File: config.mk
export PLATFORM = sky130hd
export DESIGN_NAME = adc_conv_ctrl
export DESIGN_NICKNAME = d
export VERILOG_FILES = /design/src/pkg/adc_ctrl_pkg.sv /design/src/logic/sar_core.sv /design/src/logic/pair_buffer.sv /design/src/logic/adc_conv_ctrl.sv
export SDC_FILE = /design/constraint.sdc
export NUM_CORES = 1
export LEC_CHECK = 0
export BUFFER_PORTS_ARGS = -buffer_cell sky130_fd_sc_hd__buf_2
export CAP_MARGIN = 20
export CORE_AREA = 3 3 117 119
export DETAILED_ROUTE_END_ITERATION = 12
export DIE_AREA = 0 0 120 122
export PLACE_DENSITY = 0.87
export RECOVER_POWER = 25
export SLEW_MARGIN = 25
export SYNTH_ARGS = -nofsm -noshare
export SYNTH_HDL_FRONTEND = slang
export SYNTH_SLANG_ARGS = --single-unit
File: constraint.sdc
create_clock -name clk_sys_i -period 2.2 [get_ports clk_sys_i]
set_clock_uncertainty 0.05 [all_clocks]
set_input_delay 0.44 -clock clk_sys_i [delete_from_list [all_inputs] [get_ports clk_sys_i]]
set_output_delay 0.44 -clock clk_sys_i [all_outputs]
set_load 0.02 [all_outputs]
File: src/pkg/adc_ctrl_pkg.sv
// shared constants, types and carriers of the converter control block
package adc_ctrl_pkg;
    // ********************************************************
    // timing
    // ********************************************************
    localparam int CLK_PERIOD_NS = 40;
    localparam int ACQ_TIME_NS = 400;
    // least time, so round up to whole cycles
    localparam int ACQ_CYCLES = (ACQ_TIME_NS + CLK_PERIOD_NS - 1)
                                / CLK_PERIOD_NS;
    localparam logic [3:0] ACQ_LAST = 4'(ACQ_CYCLES - 1);
    localparam int IMPULSE_RATE_KSPS = 444;

    // ********************************************************
    // result word
    // ********************************************************
    localparam int RES_W = 16;
    localparam logic [15:0] SAR_FIRST = 16'h8000;
    localparam logic [15:0] SAR_LAST = 16'h0001;
    localparam logic [15:0] TWOS_FLIP = 16'h8000;

    // ********************************************************
    // register map
    // ********************************************************
    localparam int ADDR_W = 4;
    localparam logic [3:0] REG_CTRL = 4'h0;
    localparam logic [3:0] REG_STATUS = 4'h4;
    localparam logic [3:0] REG_COUNT = 4'h8;
    localparam logic [3:0] REG_RESULT = 4'hc;
    localparam int CTRL_MODE_LSB = 0;
    localparam int ST_BUSY_BIT = 0;
    localparam int ST_LOWPWR_BIT = 1;
    localparam int ST_PDOWN_BIT = 2;
    localparam int ST_ARMED_BIT = 3;
    localparam int ST_LEVEL_LSB = 4;

    typedef enum logic [1:0] {
        MODE_WARP,
        MODE_NORMAL,
        MODE_IMPULSE
    } mode_t;
    localparam mode_t CTRL_MODE_RESET = MODE_NORMAL;

    typedef struct packed {
        logic [3:0] addr;
        logic [31:0] wdata;
        logic wr;
        logic rd;
    } reg_req_t;

    typedef struct packed {
        logic select_n;
        logic read_n;
    } host_rd_t;
endpackage

File: src/logic/sar_core.sv
// successive approximation register, one bit decision per clock
`timescale 1ns/1ps
module sar_core (
    input wire logic clk_sys_i,
    input wire logic resetn_i,
    input wire logic start_i,
    input wire logic comp_i,
    output logic [adc_ctrl_pkg::RES_W-1:0] dac_code_o,
    output logic [adc_ctrl_pkg::RES_W-1:0] result_o,
    output logic done_o
);
    import adc_ctrl_pkg::*;

    typedef struct packed {
        logic active;
        logic done;
        logic [RES_W-1:0] mask;
        logic [RES_W-1:0] code;
    } sar_state_t;

    sar_state_t s;
    sar_state_t next_s;
    logic [RES_W-1:0] kept;

    // ********************************************************
    // decision sequence
    // ********************************************************
    always_comb begin
        next_s = s;
        next_s.done = 1'b0;
        kept = comp_i ? s.code : (s.code & ~s.mask);
        if (!s.active) begin
            // a start while active is not seen: no restart mid way
            if (start_i) begin
                next_s.active = 1'b1;
                next_s.mask = SAR_FIRST;
                next_s.code = SAR_FIRST;
            end
        end else if (s.mask == SAR_LAST) begin
            // over-range keeps every trial bit, giving all ones
            next_s.code = kept;
            next_s.active = 1'b0;
            next_s.done = 1'b1;
        end else begin
            next_s.mask = s.mask >> 1;
            next_s.code = kept | (s.mask >> 1);
        end
    end

    always_ff @(posedge clk_sys_i) begin
        if (!resetn_i) begin
            s <= '0;
        end else begin
            s <= next_s;
        end
    end

    assign dac_code_o = s.code;
    assign result_o = s.code;
    assign done_o = s.done;
endmodule

File: src/logic/pair_buffer.sv
// two-entry buffer with valid and ready on both sides
`timescale 1ns/1ps
module pair_buffer #(
    parameter int W = 16
) (
    input wire logic clk_sys_i,
    input wire logic resetn_i,
    input wire logic in_valid_i,
    output logic in_ready_o,
    input wire logic [W-1:0] in_data_i,
    output logic out_valid_o,
    input wire logic out_ready_i,
    output logic [W-1:0] out_data_o,
    output logic [1:0] level_o
);
    typedef struct packed {
        logic [1:0][W-1:0] mem;
        logic [1:0] count;
    } buf_state_t;

    buf_state_t s;
    buf_state_t next_s;
    logic push;
    logic pop;

    assign in_ready_o = (s.count != 2'h2);
    assign out_valid_o = (s.count != 2'h0);
    assign out_data_o = s.mem[0];
    assign level_o = s.count;

    always_comb begin
        next_s = s;
        push = in_valid_i && in_ready_o;
        pop = out_valid_o && out_ready_i;
        if (pop) begin
            next_s.mem[0] = s.mem[1];
            next_s.count = s.count - 2'h1;
        end
        if (push) begin
            next_s.mem[next_s.count[0]] = in_data_i;
            next_s.count = next_s.count + 2'h1;
        end
    end

    always_ff @(posedge clk_sys_i) begin
        if (!resetn_i) begin
            s <= '0;
        end else begin
            s <= next_s;
        end
    end
endmodule

File: src/logic/adc_conv_ctrl.sv
// conversion control and parallel result read of a 16-bit converter
`timescale 1ns/1ps
// Notes on behaviour
// - a start launches a conversion that runs to its end, power-down or not
// - start works whatever select and read are doing
// - low-power mode: start held low restarts after acquisition, repeatedly
// - self-restart only in low-power mode; other modes need a fresh start
// - self-running rate (28 cycles, near 893 kSPS) is about twice the 444 kSPS low-power rate limit
// - low-power mode drops power after each conversion, through acquisition
// - host reads keep working during acquisition
// - select or read high puts the data pins in high impedance
// - read low with select low drives the result onto the bus
// - coding input picks straight binary or twos complement
// - interface-select low enables the parallel bus; serial shares the pins
// - reads after or during next conversion see the previous result
// - over-range gives all ones or 7fff; midscale 8000 or 0000
// - low-power mode has a lower rate limit, saving power between samples
module adc_conv_ctrl (
    input wire logic clk_sys_i,
    input wire logic resetn_i,
    input wire logic conversion_start_n_i,
    input wire logic power_down_in_i,
    input wire logic output_coding_select_i,
    input wire logic interface_select_i,
    input wire adc_ctrl_pkg::host_rd_t host_rd_i,
    input wire logic comp_i,
    output logic [adc_ctrl_pkg::RES_W-1:0] dac_code_o,
    output logic busy_o,
    output logic low_power_o,
    output logic [adc_ctrl_pkg::RES_W-1:0] data_o,
    output logic [adc_ctrl_pkg::RES_W-1:0] data_oe_o,
    input wire adc_ctrl_pkg::reg_req_t reg_req_i,
    output logic [31:0] reg_rdata_o
);
    import adc_ctrl_pkg::*;

    typedef enum logic [2:0] {
        ST_IDLE,
        ST_ACQ,
        ST_CONV,
        ST_HOLD,
        ST_PDOWN
    } conv_state_t;

    typedef struct packed {
        conv_state_t st;
        mode_t mode;
        logic start_prev;
        logic armed;
        logic [3:0] acq_cnt;
        logic rd_prev;
        logic [RES_W-1:0] out_word;
        logic [RES_W-1:0] conv_count;
        logic [31:0] rdata;
    } ctrl_state_t;

    ctrl_state_t s;
    ctrl_state_t next_s;

    logic start_fell;
    logic sar_start;
    logic sar_done;
    logic [RES_W-1:0] sar_result;
    logic push_valid;
    logic push_ready;
    logic head_valid;
    logic [RES_W-1:0] head_word;
    logic [1:0] level;
    logic rd_active;
    logic pop;
    logic [RES_W-1:0] coded;
    logic [31:0] rd_value;

    // ********************************************************
    // submodules
    // ********************************************************
    sar_core u_sar (
        .clk_sys_i(clk_sys_i),
        .resetn_i(resetn_i),
        .start_i(sar_start),
        .comp_i(comp_i),
        .dac_code_o(dac_code_o),
        .result_o(sar_result),
        .done_o(sar_done)
    );

    // a full buffer holds busy high instead of dropping a word
    pair_buffer #(
        .W(RES_W)
    ) u_buf (
        .clk_sys_i(clk_sys_i),
        .resetn_i(resetn_i),
        .in_valid_i(push_valid),
        .in_ready_o(push_ready),
        .in_data_i(sar_result),
        .out_valid_o(head_valid),
        .out_ready_i(pop),
        .out_data_o(head_word),
        .level_o(level)
    );

    // ********************************************************
    // host read side
    // ********************************************************
    // select and read are never looked at by the conversion sequence
    assign rd_active = !host_rd_i.select_n && !host_rd_i.read_n
                       && !interface_select_i;
    assign data_oe_o = {RES_W{rd_active}};
    assign data_o = s.out_word;
    // a word is consumed when its read strobe ends
    assign pop = s.rd_prev && !rd_active && head_valid;
    assign coded = output_coding_select_i ? head_word
                   : (head_word ^ TWOS_FLIP);

    assign start_fell = s.start_prev && !conversion_start_n_i;
    assign busy_o = (s.st == ST_CONV) || (s.st == ST_HOLD);
    assign low_power_o = (s.st == ST_PDOWN)
                         || ((s.mode == MODE_IMPULSE) && !busy_o);
    assign push_valid = ((s.st == ST_CONV) && sar_done) || (s.st == ST_HOLD);

    // ********************************************************
    // register read mux
    // ********************************************************
    always_comb begin
        rd_value = 32'h0000_0000;
        case (reg_req_i.addr)
            REG_CTRL: begin
                rd_value[CTRL_MODE_LSB +: 2] = s.mode;
            end
            REG_STATUS: begin
                rd_value[ST_BUSY_BIT] = busy_o;
                rd_value[ST_LOWPWR_BIT] = low_power_o;
                rd_value[ST_PDOWN_BIT] = (s.st == ST_PDOWN);
                rd_value[ST_ARMED_BIT] = s.armed;
                rd_value[ST_LEVEL_LSB +: 2] = level;
            end
            REG_COUNT: begin
                rd_value[RES_W-1:0] = s.conv_count;
            end
            REG_RESULT: begin
                rd_value[RES_W-1:0] = s.out_word;
            end
            default: begin
                rd_value = 32'h0000_0000;
            end
        endcase
    end

    // ********************************************************
    // conversion sequence
    // ********************************************************
    always_comb begin
        next_s = s;
        sar_start = 1'b0;
        next_s.start_prev = conversion_start_n_i;
        next_s.rd_prev = rd_active;
        if (head_valid) begin
            next_s.out_word = coded;
        end
        next_s.rdata = reg_req_i.rd ? rd_value : 32'h0000_0000;
        if (reg_req_i.wr && (reg_req_i.addr == REG_CTRL)) begin
            // code 3 names no mode and is dropped
            if (reg_req_i.wdata[CTRL_MODE_LSB +: 2] != 2'h3) begin
                next_s.mode = mode_t'(reg_req_i.wdata[CTRL_MODE_LSB +: 2]);
            end
        end
        case (s.st)
            ST_IDLE: begin
                if (power_down_in_i) begin
                    next_s.st = ST_PDOWN;
                end else if (start_fell) begin
                    next_s.armed = 1'b1;
                    sar_start = 1'b1;
                    next_s.st = ST_CONV;
                end else if ((s.mode == MODE_IMPULSE) && s.armed
                             && !conversion_start_n_i) begin
                    next_s.acq_cnt = 4'h0;
                    next_s.st = ST_ACQ;
                end
            end
            ST_ACQ: begin
                // no rate limiter: the self-run may beat the rated speed
                if (conversion_start_n_i || (s.mode != MODE_IMPULSE)) begin
                    next_s.st = ST_IDLE;
                end else if (power_down_in_i) begin
                    next_s.st = ST_PDOWN;
                end else if (s.acq_cnt == ACQ_LAST) begin
                    sar_start = 1'b1;
                    next_s.st = ST_CONV;
                end else begin
                    next_s.acq_cnt = s.acq_cnt + 4'h1;
                end
            end
            ST_CONV: begin
                // power-down and new starts are not looked at here
                if (sar_done) begin
                    next_s.st = push_ready ? ST_IDLE : ST_HOLD;
                end
            end
            ST_HOLD: begin
                if (push_ready) begin
                    next_s.st = ST_IDLE;
                end
            end
            ST_PDOWN: begin
                if (!power_down_in_i) begin
                    next_s.st = ST_IDLE;
                end
            end
            default: begin
                next_s.st = ST_IDLE;
            end
        endcase
        if (push_valid && push_ready) begin
            next_s.conv_count = s.conv_count + 16'h0001;
        end
    end

    always_ff @(posedge clk_sys_i) begin
        if (!resetn_i) begin
            s <= '{st: ST_IDLE, mode: CTRL_MODE_RESET, start_prev: 1'b1,
                   armed: 1'b0, acq_cnt: 4'h0, rd_prev: 1'b0,
                   out_word: 16'h0000, conv_count: 16'h0000,
                   rdata: 32'h0000_0000};
        end else begin
            s <= next_s;
        end
    end

    assign reg_rdata_o = s.rdata;
endmodule

# ---- After elaboration in Yosys (flattened, before gate mapping)
# Cells that the tools add are included.
dict set report op_classes {
  add_sub_neg 4
  order_cmp 2
  eq_ne 25
  mux 41
  bitwise 5
  n_reduce_logical 35
}
# operator count
set op_table {}
lappend op_table {{16-bit two-way mux} 5}
lappend op_table {{32-bit two-way mux} 2}
lappend op_table {{18-bit two-way mux} 2}
lappend op_table {{32-bit bitwise mux} 1}
lappend op_table {{3-bit two-way mux} 9}
lappend op_table {{4-bit two-way mux} 6}
lappend op_table {{2-bit inequality test, second input constant} 12}
lappend op_table {{10-bit case mux with 2 select lines} 1}
lappend op_table {{16-bit by 1-bit adder with 16-bit output, second input constant} 1}
lappend op_table {{16-bit bitwise AND} 1}
lappend op_table {{16-bit demux with 1-bit select} 1}
lappend op_table {{16-bit by 1-bit equality test with 1-bit output, second input constant} 1}
lappend op_table {{16-bit NOT} 1}
lappend op_table {{16-bit by 15-bit OR with 16-bit output} 1}
lappend op_table {{3-bit case mux with 5 select lines} 1}
lappend op_table {{1-bit logical AND} 13}
lappend op_table {{4-bit equality test, second input constant} 3}
lappend op_table {{4-bit case mux with 3 select lines} 1}
lappend op_table {{4-bit inequality test, second input constant} 2}
lappend op_table {{2-bit case mux with 4 select lines} 1}
lappend op_table {{4-bit case mux with 2 select lines} 1}
lappend op_table {{2-bit AND reduction} 4}
lappend op_table {{1-bit two-way mux} 7}
lappend op_table {{7-bit AND reduction} 1}
lappend op_table {{21 further kinds} 34}
dict set report totals {
  regBits 144
  output_inout_bits 82
}

# ---- Longest topological paths before layout
dict set report logic_depth {
  depth_word 14
  ltp_mapped 12
  depth_no_buf 8
}

# ---- Modules after synthesis
# A second synthesis with hierarchy kept.
dict set report unflattened {
  hier_cells 697
  hier_area_um2 6438.7
}
# mod instances cells_per_inst area_each_um2
set by_module_without_submodules {}
lappend by_module_without_submodules {adc_conv_ctrl 1 349 3086.7}
lappend by_module_without_submodules {pair_buffer 1 163 1742.9}
lappend by_module_without_submodules {sar_core 1 185 1609.0}

# ---- Worst setup path after synthesis
# No wires, ideal clock.
dict set report synth_timing {
  path_type {register -> register}
  startpoint {register u_buf.s (netlist bit u_buf.level_o[0])}
  endpoint {register u_buf.s[31] (netlist bit)}
  setup_time_ns 0.128
  t_arrival_ns 2.230
  t_required_ns 2.022
  slack_ns -0.208
  stages_incl_launch_ff 13
  n_path_buf 4
  period_less_slack_ns 2.408
  cell_sequence {dfxtp_1 -> inv_1 -> ha_1 -> buf_6 -> nor2b_2 -> clkbuf_1 -> nand3_1 -> nand2b_1 -> ha_1 -> clkbuf_1 -> buf_2 -> mux2i_1 -> nor2_1}
}
dict set report synth_between {
  elab_chain_cells 9
  elab_cells_between_ends 13
  cone_classes {add/sub: 1; order compare: 2; eq/ne: 1; mux: 4; reduce/logical: 5}
}
# item line
set synth_rtl {}
lappend synth_rtl {{start: declaration} pair_buffer.sv:21} ;# buf_state_t s;
lappend synth_rtl {{start signal: assignment} pair_buffer.sv:49} ;# s <= next_s;
lappend synth_rtl {{branches (longest 9 deep; another with 2-bit by 1-bit subtractor with 2-bit output)} n/a}
# Several ways; the timed one is not identified.
# A chain may end at the register's enable or synchronous reset.

# ---- Worst setup path after layout
dict set report layout_timing {
  startpoint {register s[73] (netlist bit)}
  endpoint {output port low_power_o}
}
dict set report layout_between {
  elab_chain_cells 5
  elab_cells_between_ends 7
  cone_classes {eq/ne: 3; reduce/logical: 4}
}
# item line
set layout_rtl {}
lappend layout_rtl {{start: declaration} adc_conv_ctrl.sv:57} ;# ctrl_state_t s;
lappend layout_rtl {{start signal: assignment} adc_conv_ctrl.sv:221} ;# s <= '{st: ST_IDLE, mode: CTRL_MODE_RESET, start_prev: 1'b1,
lappend layout_rtl {{start signal: assignment} adc_conv_ctrl.sv:226} ;# s <= next_s;
lappend layout_rtl {{3-bit by 2-bit equality test with 1-bit output} adc_conv_ctrl.sv:116} ;# assign busy_o = (s.st == ST_CONV) || (s.st == ST_HOLD);
lappend layout_rtl {{1-bit logical OR} adc_conv_ctrl.sv:116}
lappend layout_rtl {{1-bit zero test} adc_conv_ctrl.sv:118} ;# || ((s.mode == MODE_IMPULSE) && !busy_o);
lappend layout_rtl {{1-bit logical AND} adc_conv_ctrl.sv:118}
lappend layout_rtl {{1-bit logical OR (*)} adc_conv_ctrl.sv:118}
lappend layout_rtl {{end: declaration} adc_conv_ctrl.sv:29} ;# output logic low_power_o,
# Mark *: on every way between the ends. The rest lies on a longest branch, timed or not.

==> flow_summary.ini <==
[setup_path]
crit_required_ns = 1.71
arrival_ns = 1.62
startpoint_type = register
path_cells = buf_4 > nor2_1 > a32o_1 > buf_2
worst_path_max_delay_cell = dfxtp_1
worstSetupEndpointType = primary output
path_class = register to primary output
path_max_fanout = 12
critPathTopFamily = flip-flops
critPathMaxStageDelay_ns = 0.52
critPathBufInv = 2

[synthesis]
yosys-top-cells-area = dfxtp_1, buf_4, mux2i_1, nor2_1, nand2_1
synthDistinctLibCells = 68
avgSynthCellArea_um2 = 8.76
synth_top_area_share_pct = 40.6
synthCells = 721
synth_ff_type = dfxtp_1
synth_area_leader_cell = dfxtp_1
mappedNetlistArea_um2 = 6320
synth_enable_flop_cells = 0
synth-seq-area-share_pct = 40.6
ys_warn_count = 0
ys_ff_latch = 128
synth-async-reset-ratio_pct = 0

[pwr]
total_power_mw = 5.95
max-vdd-ir-drop_v = 0.000603
power.density_nw_per_um2 = 842
power.leakage_nw = 2.76

[layout]
diodes = 0
drive_gt1_share_pct = 17.0
fill_cells = 1092
layout.nets = 791
syn_to_final_growth_pct = 11.8
fin_util_pct = 55.7

[global_routing]
grt_pass1_vias = 4684
overflow = 0
antenna_found_initial = 0
grt_usage_pct = 19.8
grt_pass1_wl_mm = 23.3
grt_max_degree = 67

[placed_design]
portBuffers = 82
hpwl_mm = 9.64
gp_congestion = 0.845

[timing]
setup_viol = 0
maxSlewHeadroom_pct = 51.0
min_period_over_period_pct = 95.8
rsz0062_at_grt = false
timing.final.hold_violations = 0
timing.fmax_ghz = 0.474
worst_pin_slew_ns = 0.735
maxSlewViolCount = 0
setup_tns_ns = 0
period_needed_ns = 2.11
whs_ns = 0.228

[clocking]
cts.sinks = 128
h-tree-depth = 4
numCtsBuffers = 17
clkTransAtPathRegs_ns = 0.06
cts_tree = done
root_buffer = clkbuf_16
clk_latency_ns = 0.42
clockBufferDepth = 2

[die]
coreArea_um2 = 12700
die_h_um = 122
die_w_um = 120
initial_utilization_pct = 49.9
die-area_um2 = 14600
num_rows = 41
ios = 129

[route]
viasPerCell = 5.45
vias = 5032
drtIter0Drc = 490
dr.pass1.iters = 6
route.detailed.drc = 0
drt_wl_total_mm = 14.4
ant_nets = 0
wl_per_cell_um = 15.6

[status]
outcome = finished, final reports clean

[job]
cap_violations = 0

[worst_hold_path]
hp-class = input pin to register
[placed cells by master (no fill, tap or decap), types with 16 or more instances in the layout]
cell type  netlist  final
buf_2            4     52
nand2_1         56     56
nor2_1          65     65
o21ai_0         41     41
a21boi_0        16     16
a21oi_1         38     38
mux2i_1         50     50
clkbuf_16        0     17
dfxtp_1        128    127
and3_1          21     21
buf_4           83     20
conb_1           1     16
clkbuf_1        30     33
inv_1           26     25
[area by class of cell]
| cell class | instances | area, µm² | share of cell area (%) |
|---|---|---|---|
| clock buffers | 22 | 474 | 6.71 |
| well taps | 172 | 215 | 3.05 |
| clock inverters | 10 | 205 | 2.91 |
| multi-input cells | 457 | 2900 | 41.0 |
| flip-flops and latches | 128 | 2560 | 36.3 |
| inverters | 27 | 101 | 1.43 |
| repair buffers | 107 | 607 | 8.59 |
[power breakdown]
part           total (mW)  switching [mW]  internal [mW]
clock network        3.22            1.01           2.21
logic               0.367           0.252          0.115
registers            2.36          0.0286           2.33
[sequential cells by signal, indices dropped and copies added, names as in the netlist]
signal / cells
u_buf.s: 16
reg_rdata_o: 16
u_buf.out_data_o: 16
u_sar.dac_code_o: 16
data_o: 16
u_sar.s: 17
u_buf.level_o: 2
s: 28
u_sar.done_o: 1
[cell usage after synthesis, types with 5 or more instances]
library cell,instances
a21boi_0,16
a21o_1,11
a21oi_1,38
a22oi_1,12
and3_1,21
buf_4,83
buf_6,5
clkbuf_1,30
dfxtp_1,128
ha_1,6
inv_1,26
mux2i_1,50
nand2_1,56
nand3_1,9
nand4_1,6
nor2_1,65
nor3_1,5
nor4_1,7
o21a_1,7
o21ai_0,41
o22ai_1,14
or3_1,6
xnor2_1,5
[cell families (layout without fill, tap and decap cells)]
group / Yosys count / in the layout / share of synthesized area (%)
compound gates: 166 / 166 / 17.0
xor+xnor: 9 / 9 / 1.25
fa+ha+maj: 6 / 6 / 1.19
buf+inv: 151 / 166 / 14.6
flops: 128 / 128 / 40.6
mux: 50 / 50 / 7.92
other cells: 1 / 16 / 0.0594
simple gates: 210 / 210 / 17.4
[timing repair]
item	in CTS	in global routing
endpoints found under the hold margin	0	0
hold buffers	0	0
buffers inserted	0	0
resized for setup	0	3
endpoints found under the setup margin	0	17
[through the flow]
| stage | worst slack, ns | cells | cell area, µm² |
|---|---|---|---|
| CTS | 0.0553 | 923 | 7100 |
| floorplan | 0.0132 | 736 | 6380 |
| global route | 0.0240 | 923 | 7060 |
| detailed placement | 0.0697 | 891 | 6420 |
| finish | 0.0915 | 923 | 7060 |
| global placement | 0.106 | 891 | 6420 |
[layer usage]
layer	share of wire, %	global-route usage [%]	vias to the layer above
li1	-	-	2475
met1	44	25.5	2368
met2	49	32.8	170
met3	5.9	4.69	19
met4	1.4	7.02	0
met5	0	0	-
[path summary, 6_finish.rpt]
path | startpoint | to | slack [ns] | cells past startpoint
max | s[73]$_SDFFE_PN0P_ | low_power_o | 0.09 | 4
min | conversion_start_n_i | s[70]$_SDFF_PN1_ | 0.23 | 2
max reg2reg | u_buf.level_o[0]$_SDFF_PN0_ | s[41]$_SDFFE_PN0P_ | 0.17 | 6
min reg2reg | u_buf.s[30]$_SDFFE_PN0P_ | u_buf.s[30]$_SDFFE_PN0P_ | 0.43 | 2
No activity file was read; power rests on OpenSTA's default activity.
